File: config.mk
export PLATFORM = sky130hd
export DESIGN_NAME = sdma_top
export DESIGN_NICKNAME = d
export VERILOG_FILES = /design/src/hdl/sdma_pkg.sv /design/src/hdl/sdma_top.sv /design/src/hdl/sdma_shift.sv
export VERILOG_INCLUDE_DIRS = /design/src /design/src/hdl
export SDC_FILE = /design/constraint.sdc
export NUM_CORES = 1
export LEC_CHECK = 0
export ABC_AREA = 1
export BUFFER_PORTS_ARGS = -buffer_cell sky130_fd_sc_hd__buf_2
export CAP_MARGIN = 0
export CORE_MARGIN = 2
export CORE_UTILIZATION = 65
export CTS_BUF_LIST = sky130_fd_sc_hd__clkbuf_16
export DETAILED_ROUTE_END_ITERATION = 8
export GPL_TIMING_DRIVEN = 0
export HOLD_SLACK_MARGIN = 0.1
export PLACE_DENSITY = 0.95
export SYNTH_ARGS = -nofsm -noshare
export SYNTH_HDL_FRONTEND = slang
export SYNTH_SLANG_ARGS = --single-unit
export TNS_END_PERCENT = 10
File: constraint.sdc
create_clock -name clk -period 13.9 [get_ports clk]
set_clock_uncertainty 0.05 [all_clocks]
set_input_delay 0.695 -clock clk [delete_from_list [all_inputs] [get_ports clk]]
set_output_delay 0.695 -clock clk [all_outputs]
set_load 0.1 [all_outputs]
File: src/hdl/sdma_regs.svh
// register indices, field positions, codes and timing counts of the spi dma control block
// assumes byte address = 4 * index on a 32-bit apb bus
`ifndef SDMA_REGS_SVH
`define SDMA_REGS_SVH

`define SDMA_IDX_CTRL1    14'h0F88
`define SDMA_IDX_CTRL2    14'h0F86
`define SDMA_IDX_COUNT    14'h0F90
`define SDMA_IDX_TXPTR    14'h0F91
`define SDMA_IDX_RXPTR    14'h0F92
`define SDMA_IDX_STATUS   14'h0F93
`define SDMA_IDX_PORTCFG  14'h0F94

`define SDMA_CTRL_RESET   8'h00
`define SDMA_C1_EN        0
`define SDMA_C1_DLYINT    1
`define SDMA_C1_DUP       3:2
`define SDMA_C1_RX_INCREMENT_ENABLE     4
`define SDMA_C1_TX_INCREMENT_ENABLE     5
`define SDMA_C1_SELECT_CONTROL_FIELD     7:6
`define SDMA_C2_WMARK     3:0
`define SDMA_C2_DELAY_CYCLE_FIELD    7:4
`define SDMA_PC_MASTER    0
`define SDMA_PC_RATE      2:1
`define SDMA_ST_FLAG      0

`define SDMA_DUP_FULL     2'h2
`define SDMA_DUP_TXONLY   2'h1
`define SDMA_DUP_RXONLY   2'h0
`define SDMA_SS_OFF       2'h0
`define SDMA_SS_FOUR      2'h3
`define SDMA_SS_TWO       2'h1
`define SDMA_SS_ONE       2'h2

`define SDMA_RATE_FAST    2'h0
`define SDMA_RATE_MID     2'h1
// master half periods; at least 2 so that the falling-edge sample sees settled input
`define SDMA_HALF_FAST    8'h02
`define SDMA_HALF_MID     8'h04
`define SDMA_HALF_SLOW    8'h10
`define SDMA_MINGAP_FAST  12'h008
`define SDMA_MINGAP_MID   12'h009
`define SDMA_MINGAP_SLOW  12'h00F
`define SDMA_BASEGAP_FAST 12'h007
`define SDMA_BASEGAP_MID  12'h008
`define SDMA_BASEGAP_SLOW 12'h00E
`define SDMA_DLY_1024     12'h400
`define SDMA_DLY_2048     12'h800
`define SDMA_DLY_STEP     7
`define SDMA_WM_67        11'h043
`define SDMA_WM_STEP      6
`define SDMA_TX_FILL      8'hFF

`endif

File: src/hdl/sdma_pkg.sv
// types of the spi dma control block
// assumes sdma_regs.svh for all numeric constants
package sdma_pkg;

  typedef enum logic [2:0] {FSM_IDLE, FSM_FETCH, FSM_LOAD, FSM_SHIFT, FSM_GAP} sdma_fsm_t;

  typedef enum logic [2:0] {SEL_CTRL1, SEL_CTRL2, SEL_COUNT, SEL_TXPTR, SEL_RXPTR,
                            SEL_STATUS, SEL_PORTCFG, SEL_NONE} sdma_sel_t;

  typedef struct packed {
    logic       busy;
    logic       sck;
    logic       sdo;
    logic       done;
    logic [7:0] tx;
    logic [7:0] rx;
    logic [2:0] bits;
    logic [7:0] timer;
    logic       sckPrev;
  } sdma_shift_t;

  typedef struct packed {
    logic [1:0]  select_control_field;
    logic        tx_increment_enable;
    logic        rx_increment_enable;
    logic [1:0]  duplex;
    logic        delay_interrupt_enable;
    logic        enable;
    logic [3:0]  delay_cycle_field;
    logic [3:0]  wmark;
    logic        master;
    logic [1:0]  rate;
    logic [9:0]  count;
    logic [11:0] txPtr;
    logic [11:0] rxPtr;
    logic        flag;
    logic        wmDone;
    logic        abort;
    sdma_fsm_t   fsm;
    logic [11:0] gap;
    logic [11:0] tmo;
    logic        tmoArmed;
    logic [2:0]  grp;
    logic        ssOut_n;
    logic        ssOe;
    logic        sdoOe;
    logic        memRead;
    logic        memWrite;
    logic [11:0] memAddr;
    logic [7:0]  memWdata;
    logic [7:0]  txByte;
    logic        shStart;
    logic [2:0]  sync1;
    logic [2:0]  sync2;
    logic [31:0] prdata;
    logic        pready;
    logic        pslverr;
  } sdma_state_t;

endpackage

File: src/hdl/sdma_top.sv
// spi dma control: apb registers, sram byte mover, slave-select pulsing, watermark and time-out flag
// assumes a one-cycle sram read latency and a peer in clock-idle-low, sample-on-rising mode
// Summary of operation
// receive-increment set advances the receive pointer after every received byte.
// receive-increment clear writes every received byte to the same location.
// duplex 10 full, 01 transmit only, 00 receive only, master or slave.
// transmit-increment set steps the source address up, else it stays fixed.
// slave with delay interrupt: flag when the gap between bytes exceeds the delay.
// slave with delay interrupt still raises watermark interrupts.
// delay interrupt clear gives no time-out flags; software programs delay 0000.
// master, delay interrupt clear: add delay-field idle time between bytes.
// master, delay interrupt set: minimum gap 8, 9 or 15 cycles by rate.
// software keeps select control at 00 when master uses delay interrupt.
// software sets delay 1111 and fast clock when master uses delay interrupt.
// master: setting enable starts moving bytes at once.
// slave: setting enable only prepares; bytes move when the master clocks.
// software changes no configuration while enabled except the watermark.
// clearing enable mid-transfer finishes the current byte, then goes idle.
// after abort no pointer, counter or sram update.
// select control 11/01/10 pulses select for 4/2/1 bytes, forces delay interrupt low.
// select control 00 leaves select uncontrolled, delay interrupt writable.
// hardware clears enable on completion or abort; enable reads session state.
// delay interrupt flags once the delay passes after the last completed byte.
// delay code: 1,2..128 doubling, then 128 steps to 896, 1024, 2048.
// the byte counter decrements per byte and ends the session at zero.
// flag at the watermark remaining count and again at completion.
`include "sdma_regs.svh"

module sdma_top (
  input  wire logic        clk,
  input  wire logic        reset,
  input  wire logic        psel,
  input  wire logic        penable,
  input  wire logic        pwrite,
  input  wire logic [15:0] paddr,
  input  wire logic [31:0] pwdata,
  output logic      [31:0] prdata,
  output logic             pready,
  output logic             pslverr,
  output logic             memRead,
  output logic             memWrite,
  output logic      [11:0] memAddr,
  output logic      [7:0]  memWdata,
  input  wire logic [7:0]  memRdata,
  input  wire logic        portClockIn,
  output logic             portClockOut,
  output logic             portClockOe,
  input  wire logic        serialDataIn,
  output logic             serialDataOut,
  output logic             serialDataOutOe,
  input  wire logic        portSlaveSelect_n,
  output logic             autoSlaveSelectOut_n,
  output logic             autoSlaveSelectOe,
  output logic             portInterruptFlag
);

  // ----------------------------------------------------------------
  // decode and lookup functions
  // ----------------------------------------------------------------
  function automatic sdma_pkg::sdma_sel_t sdma_decode(input logic [15:0] a);
    sdma_pkg::sdma_sel_t r;
    r = sdma_pkg::SEL_NONE;
    if (a[1:0] == 2'h0) begin
      case (a[15:2])
        `SDMA_IDX_CTRL1:   r = sdma_pkg::SEL_CTRL1;
        `SDMA_IDX_CTRL2:   r = sdma_pkg::SEL_CTRL2;
        `SDMA_IDX_COUNT:   r = sdma_pkg::SEL_COUNT;
        `SDMA_IDX_TXPTR:   r = sdma_pkg::SEL_TXPTR;
        `SDMA_IDX_RXPTR:   r = sdma_pkg::SEL_RXPTR;
        `SDMA_IDX_STATUS:  r = sdma_pkg::SEL_STATUS;
        `SDMA_IDX_PORTCFG: r = sdma_pkg::SEL_PORTCFG;
        default:           r = sdma_pkg::SEL_NONE;
      endcase
    end
    return r;
  endfunction

  function automatic logic [11:0] sdma_delay(input logic [3:0] c);
    logic [11:0] d;
    d = `SDMA_DLY_2048;
    if (c < 4'h8) begin
      d = 12'h001 << c;
    end else if (c < 4'hE) begin
      d = ({8'h00, c} - 12'h006) << `SDMA_DLY_STEP;
    end else if (c == 4'hE) begin
      d = `SDMA_DLY_1024;
    end
    return d;
  endfunction

  function automatic logic [10:0] sdma_level(input logic [3:0] c);
    logic [10:0] l;
    l = ({7'h00, c} - 11'h006) << `SDMA_WM_STEP;
    if (c == 4'h0) begin
      l = 11'h000;
    end else if (c < 4'h7) begin
      l = 11'h001 << (c - 4'h1);
    end else if (c == 4'h7) begin
      l = `SDMA_WM_67;
    end
    return l;
  endfunction

  // ----------------------------------------------------------------
  // state and derived terms
  // ----------------------------------------------------------------
  sdma_pkg::sdma_state_t st;
  sdma_pkg::sdma_state_t next_st;
  sdma_pkg::sdma_sel_t   sel;
  logic                  shDone;
  logic                  shMid;
  logic [7:0]            shRx;
  logic                  needTx;
  logic                  needRx;
  logic [11:0]           curDelay;
  logic [11:0]           minGap;
  logic [11:0]           baseGap;
  logic [11:0]           gapLoad;
  logic [7:0]            halfPeriod;
  logic [2:0]            groupSize;
  logic                  wrTake;
  logic                  setFlag;
  logic                  clrFlag;

  assign sel = sdma_decode(paddr);
  assign wrTake = psel & penable & st.pready & pwrite;
  assign needTx = st.duplex != `SDMA_DUP_RXONLY;
  assign needRx = st.duplex != `SDMA_DUP_TXONLY;
  assign curDelay = sdma_delay(st.delay_cycle_field);

  always_comb begin
    case (st.rate)
      `SDMA_RATE_FAST: begin
        minGap = `SDMA_MINGAP_FAST;
        baseGap = `SDMA_BASEGAP_FAST;
        halfPeriod = `SDMA_HALF_FAST;
      end
      `SDMA_RATE_MID: begin
        minGap = `SDMA_MINGAP_MID;
        baseGap = `SDMA_BASEGAP_MID;
        halfPeriod = `SDMA_HALF_MID;
      end
      default: begin
        minGap = `SDMA_MINGAP_SLOW;
        baseGap = `SDMA_BASEGAP_SLOW;
        halfPeriod = `SDMA_HALF_SLOW;
      end
    endcase
    case (st.select_control_field)
      `SDMA_SS_FOUR: groupSize = 3'h4;
      `SDMA_SS_TWO:  groupSize = 3'h2;
      default:       groupSize = 3'h1;
    endcase
    if (!st.master) begin
      gapLoad = 12'h000;
    end else if (st.delay_interrupt_enable) begin
      gapLoad = minGap;
    end else begin
      gapLoad = baseGap + curDelay;
    end
  end

  // ----------------------------------------------------------------
  // next-state logic
  // ----------------------------------------------------------------
  always_comb begin
    next_st = st;
    setFlag = 1'b0;
    clrFlag = 1'b0;
    next_st.sync1 = {portClockIn, serialDataIn, portSlaveSelect_n};
    next_st.sync2 = st.sync1;
    next_st.shStart = 1'b0;
    next_st.memRead = 1'b0;
    next_st.memWrite = 1'b0;
    next_st.ssOe = st.master & (st.select_control_field != `SDMA_SS_OFF);
    next_st.sdoOe = st.master | ~st.sync2[0];
    next_st.pready = 1'b0;
    next_st.pslverr = 1'b0;
    if (psel && penable && !st.pready) begin
      next_st.pready = 1'b1;
      next_st.pslverr = sel == sdma_pkg::SEL_NONE;
      case (sel)
        sdma_pkg::SEL_CTRL1:   next_st.prdata = {24'h0, st.select_control_field, st.tx_increment_enable, st.rx_increment_enable, st.duplex,
                                                 st.delay_interrupt_enable, st.enable};
        sdma_pkg::SEL_CTRL2:   next_st.prdata = {24'h0, st.delay_cycle_field, st.wmark};
        sdma_pkg::SEL_COUNT:   next_st.prdata = {22'h0, st.count};
        sdma_pkg::SEL_TXPTR:   next_st.prdata = {20'h0, st.txPtr};
        sdma_pkg::SEL_RXPTR:   next_st.prdata = {20'h0, st.rxPtr};
        sdma_pkg::SEL_STATUS:  next_st.prdata = {30'h0, st.enable, st.flag};
        sdma_pkg::SEL_PORTCFG: next_st.prdata = {29'h0, st.rate, st.master};
        default:               next_st.prdata = 32'h0;
      endcase
    end
    if (wrTake) begin
      case (sel)
        sdma_pkg::SEL_CTRL1: begin
          if (!st.enable) begin
            next_st.select_control_field = pwdata[`SDMA_C1_SELECT_CONTROL_FIELD];
            next_st.tx_increment_enable = pwdata[`SDMA_C1_TX_INCREMENT_ENABLE];
            next_st.rx_increment_enable = pwdata[`SDMA_C1_RX_INCREMENT_ENABLE];
            next_st.duplex = pwdata[`SDMA_C1_DUP];
            next_st.delay_interrupt_enable = (pwdata[`SDMA_C1_SELECT_CONTROL_FIELD] == `SDMA_SS_OFF) & pwdata[`SDMA_C1_DLYINT];
            if (pwdata[`SDMA_C1_EN]) begin
              next_st.enable = 1'b1;
              next_st.wmDone = 1'b0;
              next_st.abort = 1'b0;
            end
          end else if (!pwdata[`SDMA_C1_EN]) begin
            next_st.abort = 1'b1;
          end
        end
        sdma_pkg::SEL_CTRL2: begin
          next_st.wmark = pwdata[`SDMA_C2_WMARK];
          if (!st.enable) begin
            next_st.delay_cycle_field = pwdata[`SDMA_C2_DELAY_CYCLE_FIELD];
          end
        end
        sdma_pkg::SEL_COUNT:   if (!st.enable) next_st.count = pwdata[9:0];
        sdma_pkg::SEL_TXPTR:   if (!st.enable) next_st.txPtr = pwdata[11:0];
        sdma_pkg::SEL_RXPTR:   if (!st.enable) next_st.rxPtr = pwdata[11:0];
        sdma_pkg::SEL_STATUS:  clrFlag = pwdata[`SDMA_ST_FLAG];
        sdma_pkg::SEL_PORTCFG: begin
          if (!st.enable) begin
            next_st.master = pwdata[`SDMA_PC_MASTER];
            next_st.rate = pwdata[`SDMA_PC_RATE];
          end
        end
        default: ;
      endcase
    end
    case (st.fsm)
      sdma_pkg::FSM_IDLE: begin
        next_st.grp = 3'h0;
        if (st.enable) begin
          next_st.fsm = sdma_pkg::FSM_FETCH;
          next_st.memRead = needTx;
          next_st.memAddr = st.txPtr;
        end
      end
      sdma_pkg::FSM_FETCH: next_st.fsm = sdma_pkg::FSM_LOAD;
      sdma_pkg::FSM_LOAD: begin
        next_st.txByte = needTx ? memRdata : `SDMA_TX_FILL;
        next_st.shStart = 1'b1;
        next_st.fsm = sdma_pkg::FSM_SHIFT;
        if (st.master && st.select_control_field != `SDMA_SS_OFF) begin
          next_st.ssOut_n = 1'b0;
        end
      end
      sdma_pkg::FSM_SHIFT: begin
        if (shDone && st.abort) begin
          next_st.enable = 1'b0;
          next_st.abort = 1'b0;
          next_st.ssOut_n = 1'b1;
          next_st.fsm = sdma_pkg::FSM_IDLE;
        end else if (shDone) begin
          if (needRx) begin
            next_st.memWrite = 1'b1;
            next_st.memAddr = st.rxPtr;
            next_st.memWdata = shRx;
            if (st.rx_increment_enable) next_st.rxPtr = st.rxPtr + 12'h001;
          end
          if (needTx && st.tx_increment_enable) next_st.txPtr = st.txPtr + 12'h001;
          next_st.grp = st.grp + 3'h1;
          if (st.grp + 3'h1 == groupSize) begin
            next_st.ssOut_n = 1'b1;
            next_st.grp = 3'h0;
          end
          if (st.count == 10'h000) begin
            next_st.enable = 1'b0;
            next_st.ssOut_n = 1'b1;
            setFlag = 1'b1;
            next_st.fsm = sdma_pkg::FSM_IDLE;
          end else begin
            next_st.count = st.count - 10'h001;
            next_st.gap = gapLoad;
            next_st.fsm = sdma_pkg::FSM_GAP;
          end
        end else if (st.abort && !st.master && !shMid) begin
          next_st.enable = 1'b0;
          next_st.abort = 1'b0;
          next_st.fsm = sdma_pkg::FSM_IDLE;
        end
      end
      sdma_pkg::FSM_GAP: begin
        if (st.abort) begin
          next_st.enable = 1'b0;
          next_st.abort = 1'b0;
          next_st.ssOut_n = 1'b1;
          next_st.fsm = sdma_pkg::FSM_IDLE;
        end else if (st.gap == 12'h000) begin
          next_st.fsm = sdma_pkg::FSM_FETCH;
          next_st.memRead = needTx;
          next_st.memAddr = st.txPtr;
        end else begin
          next_st.gap = st.gap - 12'h001;
        end
      end
      default: next_st.fsm = sdma_pkg::FSM_IDLE;
    endcase
    if (st.enable && st.delay_interrupt_enable) begin
      if (shDone) begin
        next_st.tmo = 12'h000;
        next_st.tmoArmed = 1'b1;
      end else if (st.tmoArmed && st.tmo == curDelay) begin
        setFlag = 1'b1;
        next_st.tmoArmed = 1'b0;
      end else if (st.tmoArmed) begin
        next_st.tmo = st.tmo + 12'h001;
      end
    end else begin
      next_st.tmoArmed = 1'b0;
    end
    if (st.enable && !st.wmDone && st.wmark != 4'h0 && {1'b0, st.count} + 11'h001 <= sdma_level(st.wmark)) begin
      setFlag = 1'b1;
      next_st.wmDone = 1'b1;
    end
    next_st.flag = (st.flag & ~clrFlag) | setFlag;
  end

  always_ff @(posedge clk or posedge reset) begin
    if (reset) begin
      st <= '0;
      st.ssOut_n <= 1'b1;
    end else begin
      st <= next_st;
    end
  end

  sdma_shift u_shift (
    .clk        (clk),
    .reset      (reset),
    .master     (st.master),
    .halfPeriod (halfPeriod),
    .start      (st.shStart),
    .txByte     (st.txByte),
    .sckIn      (st.sync2[2]),
    .sdiIn      (st.sync2[1]),
    .ssIn_n     (st.sync2[0]),
    .sckOut     (portClockOut),
    .sdo        (serialDataOut),
    .done       (shDone),
    .midByte    (shMid),
    .rxByte     (shRx)
  );

  assign prdata = st.prdata;
  assign pready = st.pready;
  assign pslverr = st.pslverr;
  assign memRead = st.memRead;
  assign memWrite = st.memWrite;
  assign memAddr = st.memAddr;
  assign memWdata = st.memWdata;
  assign portClockOe = st.master;
  assign serialDataOutOe = st.sdoOe;
  assign autoSlaveSelectOut_n = st.ssOut_n;
  assign autoSlaveSelectOe = st.ssOe;
  assign portInterruptFlag = st.flag;
endmodule // sdma_top

File: src/hdl/sdma_shift.sv
// one-byte serial shifter, clock idle low, data changes on the falling edge, peer samples on the rising edge
// assumes sckIn, sdiIn, ssIn_n are already synchronised to clk
module sdma_shift (
  input  wire logic       clk,
  input  wire logic       reset,
  input  wire logic       master,
  input  wire logic [7:0] halfPeriod,
  input  wire logic       start,
  input  wire logic [7:0] txByte,
  input  wire logic       sckIn,
  input  wire logic       sdiIn,
  input  wire logic       ssIn_n,
  output logic            sckOut,
  output logic            sdo,
  output logic            done,
  output logic            midByte,
  output logic [7:0]      rxByte
);

  sdma_pkg::sdma_shift_t s;
  sdma_pkg::sdma_shift_t next_s;

  always_comb begin
    next_s = s;
    next_s.done = 1'b0;
    next_s.sckPrev = sckIn;
    if (start) begin
      next_s.busy = 1'b1;
      next_s.tx = txByte;
      next_s.sdo = txByte[7];
      next_s.bits = 3'h0;
      next_s.sck = 1'b0;
      next_s.timer = halfPeriod;
    end else if (s.busy && master) begin
      if (s.timer == 8'h01) begin
        next_s.timer = halfPeriod;
        next_s.sck = ~s.sck;
        // master takes the input bit at the falling edge: the two-flop input path lags two cycles
        if (s.sck) begin
          next_s.rx = {s.rx[6:0], sdiIn};
        end
        if (s.sck && s.bits == 3'h7) begin
          next_s.busy = 1'b0;
          next_s.done = 1'b1;
        end else if (s.sck) begin
          next_s.bits = s.bits + 3'h1;
          next_s.tx = {s.tx[6:0], 1'b0};
          next_s.sdo = s.tx[6];
        end
      end else begin
        next_s.timer = s.timer - 8'h01;
      end
    end else if (s.busy && !ssIn_n) begin
      // slave: edges come from the outside master
      if (sckIn && !s.sckPrev) begin
        next_s.rx = {s.rx[6:0], sdiIn};
        if (s.bits == 3'h7) begin
          next_s.busy = 1'b0;
          next_s.done = 1'b1;
        end else begin
          next_s.bits = s.bits + 3'h1;
        end
      end else if (!sckIn && s.sckPrev && s.bits != 3'h0) begin
        next_s.tx = {s.tx[6:0], 1'b0};
        next_s.sdo = s.tx[6];
      end
    end
  end

  always_ff @(posedge clk or posedge reset) begin
    if (reset) begin
      s <= '0;
    end else begin
      s <= next_s;
    end
  end

  assign sckOut = s.sck;
  assign sdo = s.sdo;
  assign done = s.done;
  assign midByte = s.busy & (s.bits != 3'h0);
  assign rxByte = s.rx;

endmodule // sdma_shift

==> metrics.md <==
| Metric | Value |
|---|---|
| Status | complete, no violations |
| Clock Tree Root | clkbuf_16 |
| Worst EP required | 14.21 ns |
| Biggest area consumer among synthesized cells | dfrtp_1 |
| GRT Total Usage | 0.350 |
| Count of flip-flops with a built-in enable after synthesis | 0 |
| Final hold viol count | 0 |
| Clk buf depth | 2 |
| Final setup fails | 0 |
| Reg2reg path depth | 17 |
| Dpl ws | 10.89 ns |
| Worst hold path type | input port to asynchronous set/reset pin |
| Clock-pin transition on the worst setup and hold timing paths | 0.06 ns |
| Leak | 6.39 nW |
| Power after layout | ~1.4 mW |
| Internal power | between 0.9 and 1 mW |
| Post-CTS Resized | 0 |
| Fin Setup TNS | 0 ns |
| Share of layout cells above drive strength 1 | 0.142 |
| PD cells | 111 nW/µm² |
| Design Area, Final | about 13000 µm² |
| Avg Inst Size Synth | between 7 and 8 µm² |
| DRC viols | 0 |
| CTS Buf Count | 17 |
| Syn Inst Count | 1572 |
| Total clock sinks | 172 |
| CP Depth | 17 |
| I/O Buffers | 86 |
| Core area | between 15000 and 20000 µm² |
| Crit start category | flip-flop |
| R2R Path Start | st[147] |
| Dominant cells by area after synthesis | dfrtp_1, nand2_1, inv_1 |
| Clock power frac | 0.351 |
| Highest Clock Rate | 320 MHz |
| Row cnt | 48 |
| Synth async-reset ratio | 1.00 |
| Comb pwr share | 0.244 |
| Die Y | 136 µm |
| First-pass DRT Iterations | 8 |
| Critical path arrival | 3.44 ns |
| Number of routed nets with antenna violations | 0 |
| Unrepaired setup endpoints after global routing | false |
| Ys Warns | 0 |
| Fin worst setup slack | 10.77 ns |
| Final min period | 3.13 ns |
| Crit Path Max Fanout | 8 |
| Synthesis-to-layout area growth | 12.5% |
| Worst Setup End Kind | flip-flop |
| Overall die area | 18500 µm² |
| Crit path max-delay family | simple AND/OR/NAND/NOR gates |
| Sw Share | 0.334 |
| Cts hold-fix bufs | 0 |
| WL/cell | 16.6 µm |
| Vias/cell | slightly below 6 |
| Clock latency at the later pin of the worst-skew pair | 0.43 ns |
| Post-synth cell types | 52 |
| Vias | 11300 |
| Iter 0 DRT Violations | about 1400 |
| Die width | 136 µm |
| Grt ovf | 0 |
| Top Ports | between 100 and 150 |
| Sequential share of power | 0.406 |
| Ant diodes | 0 |
| Slew @ Worst Pin | 0.725 ns |
| Setup crit start | st[147] |
| Number of cells after detailed placement | 1903 |
| Seq/Total Area, Yosys | 0.380 |
| Most frequent cells in the layout | nand2_1, inv_1, nor2_1 |
| Most common cell after layout, fill and taps aside | nand2_1 |
| Hold slack | 0.271 ns |
| CTS tree | built |
| Most common cell on crit path | nand2_1 |
| Number of global-route vias before repair | 10500 |
| Post-CTS Setup Bufs | 0 |
| DP Area | 12200 µm² |
| CTS H-tree depth | 4 |
| Most common flop cell mapped by yosys | dfrtp_1 |
| Sw Pwr | 0.474 mW |
| R2R Setup Slk | ~11 ns |
| Routed WL | 32000 µm |
| Buf/Inv on CP | 2 |
| Period utilisation layout | 0.225 |
| Max IR drop VDD | 0.0777 mV |
| Initial antenna violation count | 0 |
| Cell area after synthesis | 11300 µm² |
| CP cell instances | inv_1, ha_1, nand2_1, nand2_1, inv_1, nor2_1, nor2_1, nor4_1, nand2_1, ha_1, a21oi_1, nand2_1, a21oi_1, o21ai_0, nand2_1, nand3_1, nand3_1 |
| Fin util | 0.743 |
| GPL Wtd Cong | just over 1 |
| Critical path endpoint | portInterruptFlag |
| Post-synth top area share | 0.377 |
| Reg2Reg Capture Point | portInterruptFlag |
| Finished Layout Cells | 1932 |
| FF+latch count, synth | approximately 170 |
| Layout net count | 1793 |
| Max stage delay on crit path | 0.43 ns |
| Rel. slew slack | 0.517 |
| First-pass GRT wire length | just over 50000 µm |
| Dpl hpwl | 23500 µm |
| Initial Util | 0.660 |
| Final max-slew violation count | 0 |
| Crit Path Category | flip-flop to flip-flop |
| Max Cap Violations | 0 |
| Largest net degree at the start of global routing | 102 |
| Cell at the slowest stage of the critical path | dfrtp_1 |
## cells in the mapped netlist (2+ instances only)
cell and number:
a211oi_1 2, a21oi_1 100, a21oi_2 2, a22oi_1 3, a31oi_1 8, and3_1 3, buf_1 2, buf_2 12
buf_4 56, buf_6 4, clkbuf_1 23, clkinv_1 4, dfrtp_1 171, ha_1 31, inv_1 189, inv_2 5
inv_4 2, mux2_2 13, nand2_1 353, nand2_2 8, nand2_4 4, nand3_1 70, nand3_2 2, nand4_1 27
nor2_1 179, nor2_2 2, nor2_4 6, nor3_1 29, nor3_4 2, nor3b_1 3, nor4_1 7, o211ai_1 9
o21ai_0 139, o21ai_1 7, o21ai_2 4, o21bai_1 4, o22ai_1 33, or2_2 2, xnor2_1 6, xor2_1 34
## worst min-delay path by stage
| stage | slack, ns | endpoint | cells after the start | from |
|---|---|---|---|---|
| final | 0.27 | pslverr | 2 | reset |
| after global routing | 0.30 | st[42] | 2 | reset |
| after CTS | 0.29 | pslverr | 2 | reset |
| after detailed placement | 0.29 | st[34] | 0 | next_st[34] |
| after global placement | 0.28 | st[34] | 0 | next_st[34] |
| after floorplan | 0.28 | st[34] | 0 | next_st[34] |
## state kept, by name, summed over array words and instances (netlist names)
name,cells
memWdata,8
portInterruptFlag,1
serialDataOutOe,1
pready,1
u_shift.rxByte,8
st,97
memRead,1
autoSlaveSelectOe,1
portClockOe,1
u_shift.done,1
u_shift.sckOut,1
next_st,3
prdata,12
pslverr,1
memWrite,1
autoSlaveSelectOut_n,1
memAddr,12
u_shift.sdo,1
u_shift.s,20
## cells by family after synthesis
kind of cell / count (synthesis) / synth area share
multiplexers: 13 / 0.0129
flip-flops: 172 / 0.380
adder cells (fa/ha/maj): 32 / 0.0360
other: 1 / 0.000331
AND/OR/NAND/NOR: 699 / 0.266
AO/OA/AOI/OAI: 318 / 0.153
buffers and inverters: 297 / 0.121
XOR/XNOR: 40 / 0.0309
## power groups by stage
stage,sequential (mW),combinational [mW],clock [mW]
CTS,0.575,0.339,0.498
floorplan,0.599,0.239,0
global route,0.579,0.376,0.518
global placement,0.581,0.322,0
finish,0.575,0.345,0.497
detailed placement,0.583,0.335,0
## routing by layer
layer / share of wire / GRT usage / vias up
met3: 0.096 / 0.0712 / 133
met5: 0 / 0 / -
met4: 0.047 / 0.160 / 0
met2: 0.48 / 0.574 / 679
li1: - / - / 5308
met1: 0.38 / 0.446 / 5204
## layout make-up
class                           count  area (µm²)
Clock buffer                       17         425
Buffer                             97         619
Sequential cell                   172        4310
Inverter                          200         763
Clock inverter                     12         174
Tap cell                          225         282
Fill cell                        1337        4410
Timing Repair Buffer               87         458
Multi-Input combinational cell   1122        5740
No activity file was read; power rests on OpenSTA's default activity.
